**src/common/clb_pkg.sv**
```systemverilog
// package for the codec loopback control block
// assumes one system clock and a byte-wide microport decoder upstream
//
// What this block does
// - loop enable set activates loopback; loop type bit picks the kind
// - loop enable clear disables all loops; loop type bit is ignored
// - enabled with type high: serial PCM input returned to PCM output, digitally
// - during digital loop the receive path to handset receiver keeps working
// - enabled with type low: microphone sample routed to speaker via A/D, D/A
// - during analog loop the transmit A/D path still feeds the PCM output
// - loopback control register at address 07h, writable, read returns written bits 3:2, other bits zero
`default_nettype none

package clb_pkg;

	// ---------------------------------------------------------------
	// register map
	// ---------------------------------------------------------------
	localparam int unsigned ADDR_W    = 8;
	localparam int unsigned DATA_W    = 8;
	localparam int unsigned SAMPLE_W  = 8;

	localparam logic [ADDR_W-1:0] LOOP_CTRL_ADDR  = 8'h07;
	localparam int unsigned       LOOP_TYPE_POS   = 3;
	localparam int unsigned       LOOP_EN_POS     = 2;
	localparam logic              LOOP_EN_RESET   = 1'h0;
	localparam logic              LOOP_TYPE_RESET = 1'h0;
	localparam logic [DATA_W-1:0] RDATA_RESET     = 8'h00;
	localparam logic [DATA_W-1:0] UNMAPPED_RDATA  = 8'h00;
	localparam logic [SAMPLE_W-1:0] SAMPLE_RESET  = 8'h00;

	// ---------------------------------------------------------------
	// types
	// ---------------------------------------------------------------
	typedef struct packed {
		logic loop_type;
		logic loop_en;
	} clb_ctrl_t;

	typedef struct packed {
		logic [SAMPLE_W-1:0] pcm_in;
		logic [SAMPLE_W-1:0] adc;
	} clb_samples_t;

	typedef enum logic [1:0] {
		MODE_NORMAL,
		MODE_DIGITAL,
		MODE_ANALOG
	} clb_mode_t;

endpackage

`default_nettype wire

```
**src/clb_sample_reg.sv**
```systemverilog
// one sample-wide path register, loaded once per frame
// assumes load is a one-cycle pulse on the system clock
`default_nettype none

module clb_sample_reg
	import clb_pkg::*;
(
	// clock and reset
	input  wire logic                CLK_SYS,
	input  wire logic                RESET_N,
	// sample
	input  wire logic                load,
	input  wire logic [SAMPLE_W-1:0] d,
	output var  logic [SAMPLE_W-1:0] q
);

	always_ff @(posedge CLK_SYS or negedge RESET_N) begin
		if (!RESET_N) begin
			q <= SAMPLE_RESET;
		end else if (load) begin
			q <= d;
		end
	end

endmodule // clb_sample_reg

`default_nettype wire

```
**src/clb_loopback.sv**
```systemverilog
// loopback control: control register and sample routing between paths
// assumes register strobes and frame tick come from logic on CLK_SYS
`default_nettype none

module clb_loopback
	import clb_pkg::*;
(
	// clock and reset
	input  wire logic                CLK_SYS,
	input  wire logic                RESET_N,
	// register access from the microport decoder
	input  wire logic                REG_WR,
	input  wire logic                REG_RD,
	input  wire logic [ADDR_W-1:0]   REG_ADDR,
	input  wire logic [DATA_W-1:0]   REG_WDATA,
	output var  logic [DATA_W-1:0]   REG_RDATA,
	output var  logic                REG_RVALID,
	// frame timing and incoming samples
	input  wire logic                FRAME_TICK,
	input  wire logic [SAMPLE_W-1:0] PCM_IN_SAMPLE,
	input  wire logic [SAMPLE_W-1:0] ADC_SAMPLE,
	// outgoing samples
	output var  logic [SAMPLE_W-1:0] PCM_OUT_SAMPLE,
	output var  logic [SAMPLE_W-1:0] HANDSET_DAC_SAMPLE,
	output var  logic [SAMPLE_W-1:0] SPEAKER_DAC_SAMPLE,
	output var  logic                SAMPLE_VALID,
	// loop status
	output var  logic                LOOP_DIGITAL,
	output var  logic                LOOP_ANALOG
);

	// ---------------------------------------------------------------
	// control register
	// ---------------------------------------------------------------
	clb_ctrl_t ctrl_q;
	clb_ctrl_t wr_ctrl;
	logic      wr_hit;
	logic      rd_hit;

	assign wr_hit = REG_WR && (REG_ADDR == LOOP_CTRL_ADDR);
	assign rd_hit = REG_RD && (REG_ADDR == LOOP_CTRL_ADDR);

	always_comb begin
		wr_ctrl.loop_en   = REG_WDATA[LOOP_EN_POS];
		wr_ctrl.loop_type = REG_WDATA[LOOP_TYPE_POS];
	end

	// only the two defined bits are stored; the rest read as zero
	always_ff @(posedge CLK_SYS or negedge RESET_N) begin
		if (!RESET_N) begin
			ctrl_q.loop_en   <= LOOP_EN_RESET;
			ctrl_q.loop_type <= LOOP_TYPE_RESET;
		end else if (wr_hit) begin
			ctrl_q.loop_en   <= wr_ctrl.loop_en;
			ctrl_q.loop_type <= wr_ctrl.loop_type;
		end
	end

	// ---------------------------------------------------------------
	// read-back
	// ---------------------------------------------------------------
	logic [DATA_W-1:0] rdata_d;

	always_comb begin
		rdata_d                = UNMAPPED_RDATA;
		if (rd_hit) begin
			rdata_d[LOOP_EN_POS]   = ctrl_q.loop_en;
			rdata_d[LOOP_TYPE_POS] = ctrl_q.loop_type;
		end
	end

	// ---------------------------------------------------------------
	// read answer
	// ---------------------------------------------------------------
	// every read is answered, mapped or not, so the host never waits on it
	always_ff @(posedge CLK_SYS or negedge RESET_N) begin
		if (!RESET_N) begin
			REG_RDATA  <= RDATA_RESET;
			REG_RVALID <= 1'b0;
		end else begin
			REG_RDATA  <= rdata_d;
			REG_RVALID <= REG_RD;
		end
	end

	// ---------------------------------------------------------------
	// mode decode
	// ---------------------------------------------------------------
	// the type bit is looked at only under loop enable, so a stale
	// type never picks a route while the loops are off
	clb_mode_t mode;

	always_comb begin
		mode = MODE_NORMAL;
		if (!ctrl_q.loop_en) begin
			mode = MODE_NORMAL;
		end else if (ctrl_q.loop_type) begin
			mode = MODE_DIGITAL;
		end else begin
			mode = MODE_ANALOG;
		end
	end

	// ---------------------------------------------------------------
	// loop status
	// ---------------------------------------------------------------
	logic loop_digital_d;
	logic loop_analog_d;

	always_comb begin
		loop_digital_d = 1'b0;
		loop_analog_d  = 1'b0;
		case (mode)
			MODE_NORMAL: begin
				loop_digital_d = 1'b0;
				loop_analog_d  = 1'b0;
			end
			MODE_DIGITAL: begin
				loop_digital_d = 1'b1;
				loop_analog_d  = 1'b0;
			end
			MODE_ANALOG: begin
				loop_digital_d = 1'b0;
				loop_analog_d  = 1'b1;
			end
			default: begin
				loop_digital_d = 1'b0;
				loop_analog_d  = 1'b0;
			end
		endcase
	end

	always_ff @(posedge CLK_SYS or negedge RESET_N) begin
		if (!RESET_N) begin
			LOOP_DIGITAL <= 1'b0;
			LOOP_ANALOG  <= 1'b0;
		end else begin
			LOOP_DIGITAL <= loop_digital_d;
			LOOP_ANALOG  <= loop_analog_d;
		end
	end

	// ---------------------------------------------------------------
	// routing
	// ---------------------------------------------------------------
	// the mode is sampled on the frame tick, so a write mid-frame
	// never splits one sample between two routes
	clb_samples_t        in_s;
	logic [SAMPLE_W-1:0] pcm_out_d;
	logic [SAMPLE_W-1:0] handset_d;
	logic [SAMPLE_W-1:0] speaker_d;

	assign in_s.pcm_in = PCM_IN_SAMPLE;
	assign in_s.adc    = ADC_SAMPLE;

	always_comb begin
		pcm_out_d = in_s.adc;
		handset_d = in_s.pcm_in;
		speaker_d = in_s.pcm_in;
		case (mode)
			MODE_NORMAL: begin
				pcm_out_d = in_s.adc;
				handset_d = in_s.pcm_in;
				speaker_d = in_s.pcm_in;
			end
			MODE_DIGITAL: begin
				pcm_out_d = in_s.pcm_in;
				handset_d = in_s.pcm_in;
				speaker_d = in_s.pcm_in;
			end
			MODE_ANALOG: begin
				pcm_out_d = in_s.adc;
				handset_d = in_s.pcm_in;
				speaker_d = in_s.adc;
			end
			default: begin
				pcm_out_d = in_s.adc;
				handset_d = in_s.pcm_in;
				speaker_d = in_s.pcm_in;
			end
		endcase
	end

	// ---------------------------------------------------------------
	// output path registers
	// ---------------------------------------------------------------
	clb_sample_reg u_pcm_out (
		.CLK_SYS (CLK_SYS),
		.RESET_N (RESET_N),
		.load    (FRAME_TICK),
		.d       (pcm_out_d),
		.q       (PCM_OUT_SAMPLE)
	);

	clb_sample_reg u_handset (
		.CLK_SYS (CLK_SYS),
		.RESET_N (RESET_N),
		.load    (FRAME_TICK),
		.d       (handset_d),
		.q       (HANDSET_DAC_SAMPLE)
	);

	clb_sample_reg u_speaker (
		.CLK_SYS (CLK_SYS),
		.RESET_N (RESET_N),
		.load    (FRAME_TICK),
		.d       (speaker_d),
		.q       (SPEAKER_DAC_SAMPLE)
	);

	// ---------------------------------------------------------------
	// sample valid
	// ---------------------------------------------------------------
	// marks the cycle in which all three outputs first carry the new frame
	always_ff @(posedge CLK_SYS or negedge RESET_N) begin
		if (!RESET_N) begin
			SAMPLE_VALID <= 1'b0;
		end else begin
			SAMPLE_VALID <= FRAME_TICK;
		end
	end

endmodule // clb_loopback

`default_nettype wire

```
**config.mk**
```make
export PLATFORM = sky130hd
export DESIGN_NAME = clb_loopback
export DESIGN_NICKNAME = d
export VERILOG_FILES = /design/src/common/clb_pkg.sv /design/src/clb_sample_reg.sv /design/src/clb_loopback.sv
export SDC_FILE = /design/constraint.sdc
export NUM_CORES = 1
export LEC_CHECK = 0
export BUFFER_PORTS_ARGS = -buffer_cell sky130_fd_sc_hd__buf_2
export CAP_MARGIN = 20
export CORE_MARGIN = 2
export CORE_UTILIZATION = 25
export CTS_BUF_LIST = sky130_fd_sc_hd__clkbuf_4 sky130_fd_sc_hd__clkbuf_8
export DETAILED_ROUTE_END_ITERATION = 6
export GPL_ROUTABILITY_DRIVEN = 1
export SETUP_SLACK_MARGIN = 0.5
export SKIP_LAST_GASP = 1
export SYNTH_ARGS = -nofsm -noshare
export SYNTH_HDL_FRONTEND = slang
export SYNTH_HIERARCHICAL = 1
export SYNTH_SLANG_ARGS = --single-unit
```
**constraint.sdc**
```tcl
create_clock -name CLK_SYS -period 2.01 [get_ports CLK_SYS]
set_input_delay 0 -clock CLK_SYS [delete_from_list [all_inputs] [get_ports CLK_SYS]]
set_output_delay 0 -clock CLK_SYS [all_outputs]
set_load 0.01 [all_outputs]
```
==> results.yml, run 1 <==
cells_and_area:
  area_growth_pct: 40.8
  layout.nets: 211
  layout_commonest_cell: "buf_2"
  instances_no_fill: 250
  num-fill-cells: 586
  final_layout_size_suffix_gt1_share_pct: 68.0
  antenna_cells: 0
  final_area_um2: 2150
  final_cell_mix: "buf_2, dfrtp_1, mux2_4"
sta:
  finalSetupTns_ns: 0
  setup_viol: 0
  fmax_mhz: 682
  rsz0062_at_grt: "yes"
  skew_ns: 0.00666
  timing.final.ws_setup_ns: 0.545
  hold_viol: 0
  slew_viol_final: 0
  fin_crit_sh_pct: 72.9
  slew_headroom_pct: 51.2
  worst_pin_slew_ns: 0.731
  fin_crit_ns: 1.47
route:
  avgViaCountPerCell: 4.15
  wl_per_cell_um: 13.1
  antenna_left: 0
  dr.pass1.iters: 3
  vias: 1038
  drtIter0Drc: 18
  drt-total-wl_mm: 3.27
  drc: 0
floorplanning:
  std_cell_rows: 28
  die_area_um2: 6760
  initial_core_util_pct: 25.8
  die_w_um: 82.2
  die_h_um: 82.2
  coreArea_um2: 5920
  ios: 73
power:
  p_leak_nw: 1.12
  seqPwrFrac_pct: 42.9
  p_comb_share_pct: 17.0
  peakVddDrop_mv: 0.404
  p_clk_share_pct: 40.0
  power_per_cell_area_nw_per_um2: 783
  internal-power_mw: 1.30
  switchingPower_mw: 0.383
  total_power_mw: 1.69
  p_sw_share_pct: 22.7
place:
  post-place-ws_ns: 0.497
  dp_cells: 229
  place.gp.congestion: 0.689
  placed_area_um2: 1890
  portBuffers: 60
  dp_hpwl_mm: 2.20
min_path:
  hold_start: "ADC_SAMPLE[6]"
  min_path_type: "input port to flip-flop"
  worstHoldEndpoint: "u_speaker/q[6]"
  min_path_cells: 3
grt:
  antenna_found_initial: 0
  overflow: 0
  grt_max_degree: 33
  track_usage_pct: 10.5
  grt_pass1_wl_mm: 5.12
  grt_pass1_vias: 1035
run_status:
  status: "finished, final reports clean"
worst_setup_path:
  crit_slowest_cell: "dfrtp_1"
  r2r_end: "u_pcm_out/q[5]"
  max_stage_delay_ns: 0.42
  cp_cell_sequence: "nand2_1 -> buf_6 -> mux2_2 -> mux2_4"
  arrival_ns: 1.63
  startpoint: "ctrl_q[0]"
  critical_path_class: "flip-flop to flip-flop"
  crit_fanout: 7
  crit_required_ns: 2.17
  cp-start-kind: "flip-flop"
  r2r-start: "ctrl_q[0]"
  worstRegToRegCells: 4
  r2r_slack_ns: 0.54
  cp-end-kind: "flip-flop"
clocking:
  cts_sinks: 32
  clock_path_buffers: 2
  clock_latency_ns: 0.28
  path_clk_slew_ns: 0.07
  cts_tree: "yes"
  root_buffer: "clkbuf_8"
  htree_levels: 2
  cts_buffers: 5
synthesis:
  yosysWarnings: 6
  ys_ff_latch: 32
  synthCells: 95
  synth.top_cell.area_share_pct: 52.4
  yosysSeqAreaShare_pct: 52.4
  ys_top_cells_by_area: "dfrtp_1, mux2_4, mux2_2"
  yosys.cell_types.count: 15
  syn_avg_cell_area_um2: 16.1
  syn_area_um2: 1530
  synth_top_cell_by_area: "dfrtp_1"
run:
  maxCapViolations: 0
timing repair:
item                                   in CTS  in global routing
gates resized for setup                     2                  1
endpoints found under the hold margin      45                  0
hold buffers                               12                  0
setup endpoints to repair                  12                 11
pin swaps                                   0                  0
cloned                                      0                  0
buffers inserted                            1                  0
through the flow:
stage	hold slack [ns]	util (%)
floorplan	-0.296	-
global placement	0.111	31.9
detailed placement	0.120	31.9
CTS	0.0782	36.3
global route	0.0852	36.4
finish	0.0885	36.4
cell families (layout without fill, tap and decap cells):
| family | count (synthesis) | count (layout) | synth area share (%) |
|---|---|---|---|
| multiplexers | 42 | 42 | 37.3 |
| flip-flops | 32 | 32 | 52.4 |
| buffers and inverters | 12 | 87 | 5.89 |
| AND/OR/NAND/NOR | 8 | 8 | 4.17 |
| other | 1 | 6 | 0.245 |
power groups by stage:
stage / logic (mW) / clock network [mW] / registers [mW]
2_1_floorplan: 0.138 / 0 / 0.761
6_report: 0.287 / 0.675 / 0.724
5_1_grt: 0.312 / 0.737 / 0.732
3_3_place_gp: 0.267 / 0 / 0.736
3_5_place_dp: 0.270 / 0 / 0.736
4_1_cts: 0.291 / 0.704 / 0.725
state kept, by name, indices dropped and copies added (netlist names):
register	cells
u_handset/q	8
LOOP_DIGITAL	1
u_pcm_out/q	8
u_speaker/q	8
REG_RDATA	2
LOOP_ANALOG	1
ctrl_q	2
SAMPLE_VALID	1
REG_RVALID	1
cell usage after synthesis:
| library cell | n |
|---|---|
| and3_1 | 2 |
| nand4b_2 | 1 |
| mux2_4 | 26 |
| clkbuf_1 | 1 |
| mux2_2 | 16 |
| nand2_1 | 1 |
| or4_4 | 1 |
| buf_4 | 6 |
| conb_1 | 1 |
| or3_4 | 1 |
| nor2b_1 | 1 |
| nor2_1 | 1 |
| buf_6 | 3 |
| dfrtp_1 | 32 |
| inv_1 | 2 |
area by class of cell:
cell class                 instances  area [um2]  area share, %
tap                               75        93.8           4.36
inverter                           2        7.51          0.349
multi-input combinational         56         659           30.6
timing repair buffer              77         465           21.6
sequential                        32         801           37.2
clock inverter                     1        30.0           1.39
clock buffer                       7        96.3           4.47
critical path: cells and delay by family (launching register included):
| kind | cells | cell delay, ns |
|---|---|---|
| flops | 1 | 0.42 |
| mux | 2 | 0.60 |
| buf+inv | 1 | 0.17 |
| simple gates | 1 | 0.17 |
how the worst max path moves through the flow:
stage / to / slack (ns)
2_1_floorplan: u_speaker/q[0] / 0.50
3_3_place_gp: u_pcm_out/q[1] / 0.51
3_5_place_dp: u_speaker/q[5] / 0.50
4_1_cts: u_speaker/q[4] / 0.52
5_1_grt: u_pcm_out/q[0] / 0.47
6_report: u_pcm_out/q[5] / 0.54
layer usage:
metal | up-vias | global-route usage (%) | part of all wire, %
li1 | 479 | - | -
met1 | 519 | 12.0 | 43
met2 | 35 | 17.7 | 49
met3 | 5 | 3.04 | 5.6
met4 | 0 | 5.00 | 1.9
met5 | - | 0 | 0
Note: power is estimated with default switching activity, not from simulation.
==> run 2, diff against run 1 <==
Settings changed: ABC_AREA from default to 1.
Clock period 2.01 ns to 1.2 ns, I/O delays scaled along.
==> run 2 against run 1 <==
  * Total power increased by 65%
  * Die area shrank 2.0%
  * Cell area up 11%
  * Largest power group unchanged
==> results.yml, run 2 <==
run_status:
  status: "finished, final reports clean"
synthesis:
  yosysWarnings: 6
  synth_commonest_cells: "nand2_1, dfrtp_1, inv_1"
  synth_top_cell_by_area: "dfrtp_1"
  synth-edff-count: 0
  syn_avg_cell_area_um2: 8.13
  synthCells: 184
  synth.top_cell.area_share_pct: 53.5
  ys_async_sr_fraction_pct: 100
  ys_ff_latch: 32
  synthFlopType: "dfrtp_1"
  ys_top_cells_by_area: "dfrtp_1, nand2_1, o21ai_0"
  yosys.cell_types.count: 16
  syn_area_um2: 1500
  synth_most_common_cell: "nand2_1"
  yosysSeqAreaShare_pct: 53.5
sta:
  skew_ns: 0.00225
  setup_viol: 0
  hold_viol: 0
  slew_viol_final: 0
  finalSetupTns_ns: 0
  fin_crit_sh_pct: 86.9
  fmax_mhz: 959
  fin_crit_ns: 1.04
  timing.final.ws_setup_ns: 0.158
  rsz0062_at_grt: "yes"
grt:
  track_usage_pct: 12.3
  antenna_found_initial: 0
  grt_pass1_vias: 1436
  grt_pass1_wl_mm: 6.20
  grt_max_degree: 33
  overflow: 0
cells_and_area:
  layout.nets: 322
  antenna_cells: 0
  multi_input_area_um2: 592
  instances_no_fill: 361
  num-fill-cells: 613
  final_cell_mix: "nand2_1, buf_2, dfrtp_1"
  seqCellArea_um2: 803
  area_growth_pct: 59.7
  layout_commonest_cell: "nand2_1"
  reg.largest.list: "u_handset/q (8), u_pcm_out/q (8), u_speaker/q (8)"
  final_layout_size_suffix_gt1_share_pct: 42.0
  final_core_util_pct: 40.8
clocking:
  clock_latency_ns: 0.28
  cts_tree: "yes"
  clock_path_buffers: 2
  htree_levels: 2
  cts_sinks: 32
  path_clk_slew_ns: 0.06
  cts_buffers: 5
  root_buffer: "clkbuf_8"
route:
  vias: 1435
  dr.pass1.iters: 4
  drc: 0
  antenna_left: 0
  wl_per_cell_um: 10.5
  drt-total-wl_mm: 3.81
  drtIter0Drc: 41
  avgViaCountPerCell: 3.98
power:
  power_per_cell_area_nw_per_um2: 1170
  peakVddDrop_mv: 0.617
  p_leak_nw: 1.36
run:
  maxCapViolations: 0
worst_setup_path:
  r2r_slack_ns: 0.16
  critical_path_class: "flip-flop to flip-flop"
  arrival_ns: 1.26
  crit_required_ns: 1.42
  cp-start-kind: "flip-flop"
  r2r_end: "u_speaker/q[0]"
  r2r-start: "ctrl_q[1]"
  worstRegToRegCells: 7
  crit_fanout: 10
  cp-end-kind: "flip-flop"
floorplanning:
  coreArea_um2: 5850
  die_h_um: 81.4
  std_cell_rows: 28
  initial_core_util_pct: 25.6
  die_area_um2: 6620
  die_w_um: 81.4
  ios: 73
place:
  post-place-ws_ns: 0.173
  dp_hpwl_mm: 2.77
  portBuffers: 60
  dp_cells: 318
  place.gp.congestion: 0.786
min_path:
  worstHoldEndpoint: "SAMPLE_VALID"
  hold_start: "FRAME_TICK"
  min_path_cells: 1
  min_path_type: "input port to flip-flop"
run 2: cell types whose count changed after synthesis, moves of 4 or more:
cell and change:
o21ai_0 +12, inv_1 +13, nand2_1 +91, o21ai_2 +4, nand2_2 +4, mux2_2 -16, mux2_4 -26
run 2: critical path, stage by stage, from the launching register on:
cell and delay (ns):
dfrtp_2 0.46, inv_4 0.10, nand2_8 0.09, inv_8 0.09
nand2_2 0.05, o21ai_2 0.04, nand2_1 0.07, nand2_1 0.08
run 2: cell type report:
class / instances / share of cell area, %
sequential: 32 / 33.6
timing repair inverter: 2 / 0.576
inverter: 20 / 3.77
clock inverter: 2 / 1.47
multi-input combinational: 129 / 24.8
tap: 75 / 3.93
clock buffer: 6 / 3.19
timing repair buffer: 95 / 28.7
run 2: metrics by stage:
stage | cell area [um2] | power [mW] | hold WS (ns)
after global placement | 1870 | 1.61 | -0.0334
after global routing | 2390 | 2.95 | 0.0199
after floorplan | 1520 | 1.43 | -0.296
after detailed placement | 1870 | 1.62 | -0.0317
final | 2390 | 2.79 | 0.0182
after CTS | 2270 | 2.76 | 0.0162
run 2: timing repair:
| action | 4_1_cts | 5_1_grt |
|---|---|---|
| hold buffers | 13 | 0 |
| gates cloned | 2 | 1 |
| gates resized for setup | 12 | 27 |
| setup buffers | 15 | 4 |
| endpoints found under the hold margin | 45 | 0 |
| pin swaps | 2 | 8 |
| endpoints found under the setup margin | 48 | 59 |
run 2: report_power, final:
group	internal [mW]	switching [mW]	leakage (nW)	total, mW
logic	0.290	0.267	0.906	0.556
registers	1.16	0.0522	0.396	1.21
clock network	0.638	0.383	0.0586	1.02
total	2.09	0.701	1.36	2.79
run 2: how the worst max path moves through the flow:
stage	startpoint	to	cells past startpoint
6_report	ctrl_q[1]	u_speaker/q[0]	7
5_1_grt	ctrl_q[1]	u_speaker/q[4]	6
4_1_cts	ctrl_q[0]	u_pcm_out/q[4]	6
3_5_place_dp	ctrl_q[1]	u_speaker/q[7]	7
3_3_place_gp	ctrl_q[1]	u_speaker/q[1]	7
2_1_floorplan	ctrl_q[0]	u_pcm_out/q[5]	6
run 2: logic make-up (layout without fill, tap and decap cells):
logic type | count (synthesis) | in the layout | synth area share (%)
AND/OR/NAND/NOR | 106 | 107 | 28.8
AO/OA/AOI/OAI | 16 | 16 | 6.35
flip-flops | 32 | 32 | 53.5
buffers and inverters | 29 | 125 | 11.1
other | 1 | 6 | 0.251
run 2: metal layers:
metal	vias to the layer above	wire (um)	share of wire, %	global-route usage [%]
li1	751	-	-	-
met1	641	1500	39	12.5
met2	37	1900	50	22.0
met3	6	332	8.7	4.78
met4	0	75	2.0	5.76
met5	-	0	0	0
==> run 3, diff against run 2 <==
Settings changed: PLACE_DENSITY_LB_ADDON from default to 0.15.
==> run 3 against run 2 <==
  * Worst setup slack got worse by 0.016 ns
  * Clock power fell by 13%
  * Flip-flop and latch count did not move
  * Routed wire length rose by 9.9%
  * Global-route usage rose by 1.1 points
  * Count of clock-buffer cells in the layout rose by 2
  * Largest cell class unchanged
  * Core utilization rose by 0.30 points
  * Fmax fell by 1.5%
  * Die area did not move
  * Cell area rose by 0.73%
  * Non-clock buffer count rose by 8
  * Combinational power fell by 0.7%
==> results.yml, run 3 (same netlist as run 2, synthesis figures left out) <==
clocking:
  root_buffer: "clkbuf_8"
  clock_path_buffers: 2
  cts_buffers: 5
  clock_latency_ns: 0.28
  htree_levels: 2
  cts_tree: "yes"
  cts_sinks: 32
  path_clk_slew_ns: 0.06
cells_and_area:
  num-fill-cells: 629
  layout_commonest_cell: "nand2_1"
  area_growth_pct: 60.9
  seqCellArea_um2: 803
  final_layout_size_suffix_gt1_share_pct: 43.2
  final_cell_mix: "nand2_1, buf_2, dfrtp_1"
  multi_input_area_um2: 604
  instances_no_fill: 369
  antenna_cells: 0
  reg.largest.list: "u_handset/q (8), u_pcm_out/q (8), u_speaker/q (8)"
  layout.nets: 330
  final_area_um2: 2410
worst_setup_path:
  arrival_ns: 1.24
  cp_cell_sequence: "nand2_4 -> clkinv_4 -> buf_6 -> nand2_1 -> o21ai_1 -> nand2_1 -> nand2_1"
  crit_slowest_cell: "dfrtp_2"
  max_stage_delay_ns: 0.44
  cp-end-kind: "flip-flop"
  crit_required_ns: 1.38
  crit_fanout: 6
  path_buf_inv: 2
  cpMostUsedCell: "nand2_1"
  critical_path_class: "flip-flop to flip-flop"
  cp-start-kind: "flip-flop"
  critical_path.top_delay_family: "flip-flops"
sta:
  whs_ns: 0.0346
  finalSetupTns_ns: 0
  slew_viol_final: 0
  hold_viol: 0
  fin_crit_ns: 1.06
  setup_viol: 0
  skew_ns: 0.00187
  rsz0062_at_grt: "yes"
  fin_crit_sh_pct: 88.2
  fmax_mhz: 945
place:
  place.gp.congestion: 0.700
  dp_cells: 317
  portBuffers: 60
  placed_area_um2: 1860
  dp_hpwl_mm: 2.81
grt:
  top_usage_layer: "met2"
  grtUsageMet2_pct: 20.3
  grt_pass1_wl_mm: 6.47
  use_met3_pct: 4.33
  gr-usage-met1_pct: 17.6
  track_usage_pct: 13.4
  grt_pass1_vias: 1374
  grt_max_degree: 20
  overflow: 0
  antenna_found_initial: 0
floorplanning:
  ios: 73
  die_h_um: 81.4
  std_cell_rows: 28
  die_area_um2: 6620
  coreArea_um2: 5850
  initial_core_util_pct: 25.6
  die_w_um: 81.4
route:
  avgViaCountPerCell: 4.05
  drt-total-wl_mm: 4.18
  drc: 0
  antenna_left: 0
  dr.pass1.iters: 4
  drtIter0Drc: 73
  wl_per_cell_um: 11.3
  vias: 1494
power:
  internal-power_mw: 1.95
  p_comb_share_pct: 20.9
  power_per_cell_area_nw_per_um2: 1100
  total_power_mw: 2.64
  p_leak_nw: 1.39
  p_clk_share_pct: 33.5
  peakVddDrop_mv: 0.363
  seqPwrFrac_pct: 45.6
  p_sw_share_pct: 26.4
  switchingPower_mw: 0.696
run:
  maxCapViolations: 0
run_status:
  status: "finished, final reports clean"
min_path:
  min_path_type: "input port to flip-flop"
run 3: cell types whose count changed in the layout (fill, tap and decap cells not counted), moves of 2 or more:
cell | previous run | this run
buf_2 | 53 | 57
buf_4 | 12 | 22
buf_6 | 16 | 9
clkbuf_4 | 1 | 3
clkinv_2 | 2 | 0
nand2_1 | 84 | 89
nand2_2 | 12 | 7
o21ai_1 | 10 | 7
o21ai_2 | 5 | 8
run 3: stage by stage:
stage | worst slack, ns | utilization (%)
final | 0.142 | 41.1
after global routing | 0.0912 | 41.1
after global placement | 0.167 | 31.8
after detailed placement | 0.160 | 31.8
after CTS | 0.159 | 39.1
after floorplan | 0.268 | -
run 3: worst paths after layout:
| path | slack [ns] | startpoint | depth (start not counted) | to |
|---|---|---|---|---|
| max | 0.14 | ctrl_q[1] | 7 | u_pcm_out/q[5] |
| min | 0.03 | FRAME_TICK | 1 | SAMPLE_VALID |
| max reg2reg | 0.14 | ctrl_q[1] | 7 | u_pcm_out/q[5] |
| min reg2reg | 0.47 | u_handset/q[7] | 2 | u_handset/q[7] |
| max in group asynchronous | 0.68 | RESET_N | 3 | u_speaker/q[3] |
| min in group asynchronous | 0.15 | RESET_N | 2 | u_handset/q[6] |
run 3: layout make-up:
type / count / share of cell area, %
repair buffers: 103 / 29.5
clock buffers: 8 / 4.05
well taps: 75 / 3.90
multi-input cells: 130 / 25.1
repair inverters: 1 / 0.260
inverters: 20 / 3.85
flip-flops and latches: 32 / 33.4
run 3: power by group through the flow:
| stage | combinational [mW] | clock [mW] | sequential (mW) |
|---|---|---|---|
| 2_1_floorplan | 0.174 | 0 | 1.26 |
| 3_3_place_gp | 0.393 | 0 | 1.22 |
| 3_5_place_dp | 0.394 | 0 | 1.22 |
| 4_1_cts | 0.505 | 0.922 | 1.20 |
| 5_1_grt | 0.615 | 0.985 | 1.21 |
| 6_report | 0.552 | 0.886 | 1.20 |
run 3: layer usage:
layer | vias to the layer above | wire length, um | part of all wire [%]
met2 | 49 | 1890 | 45
met4 | 0 | 68 | 1.6
met3 | 7 | 289 | 6.9
met1 | 676 | 1940 | 46
met5 | - | 0 | 0
li1 | 762 | - | -
run 3: what timing repair did:
| item | CTS | global route |
|---|---|---|
| setup buffers | 19 | 9 |
| endpoints found under the hold margin | 45 | 0 |
| setup endpoints to repair | 48 | 58 |
| pin swaps | 18 | 10 |
| resized for setup | 19 | 15 |
| hold buffers | 13 | 0 |
| gates cloned | 3 | 0 |
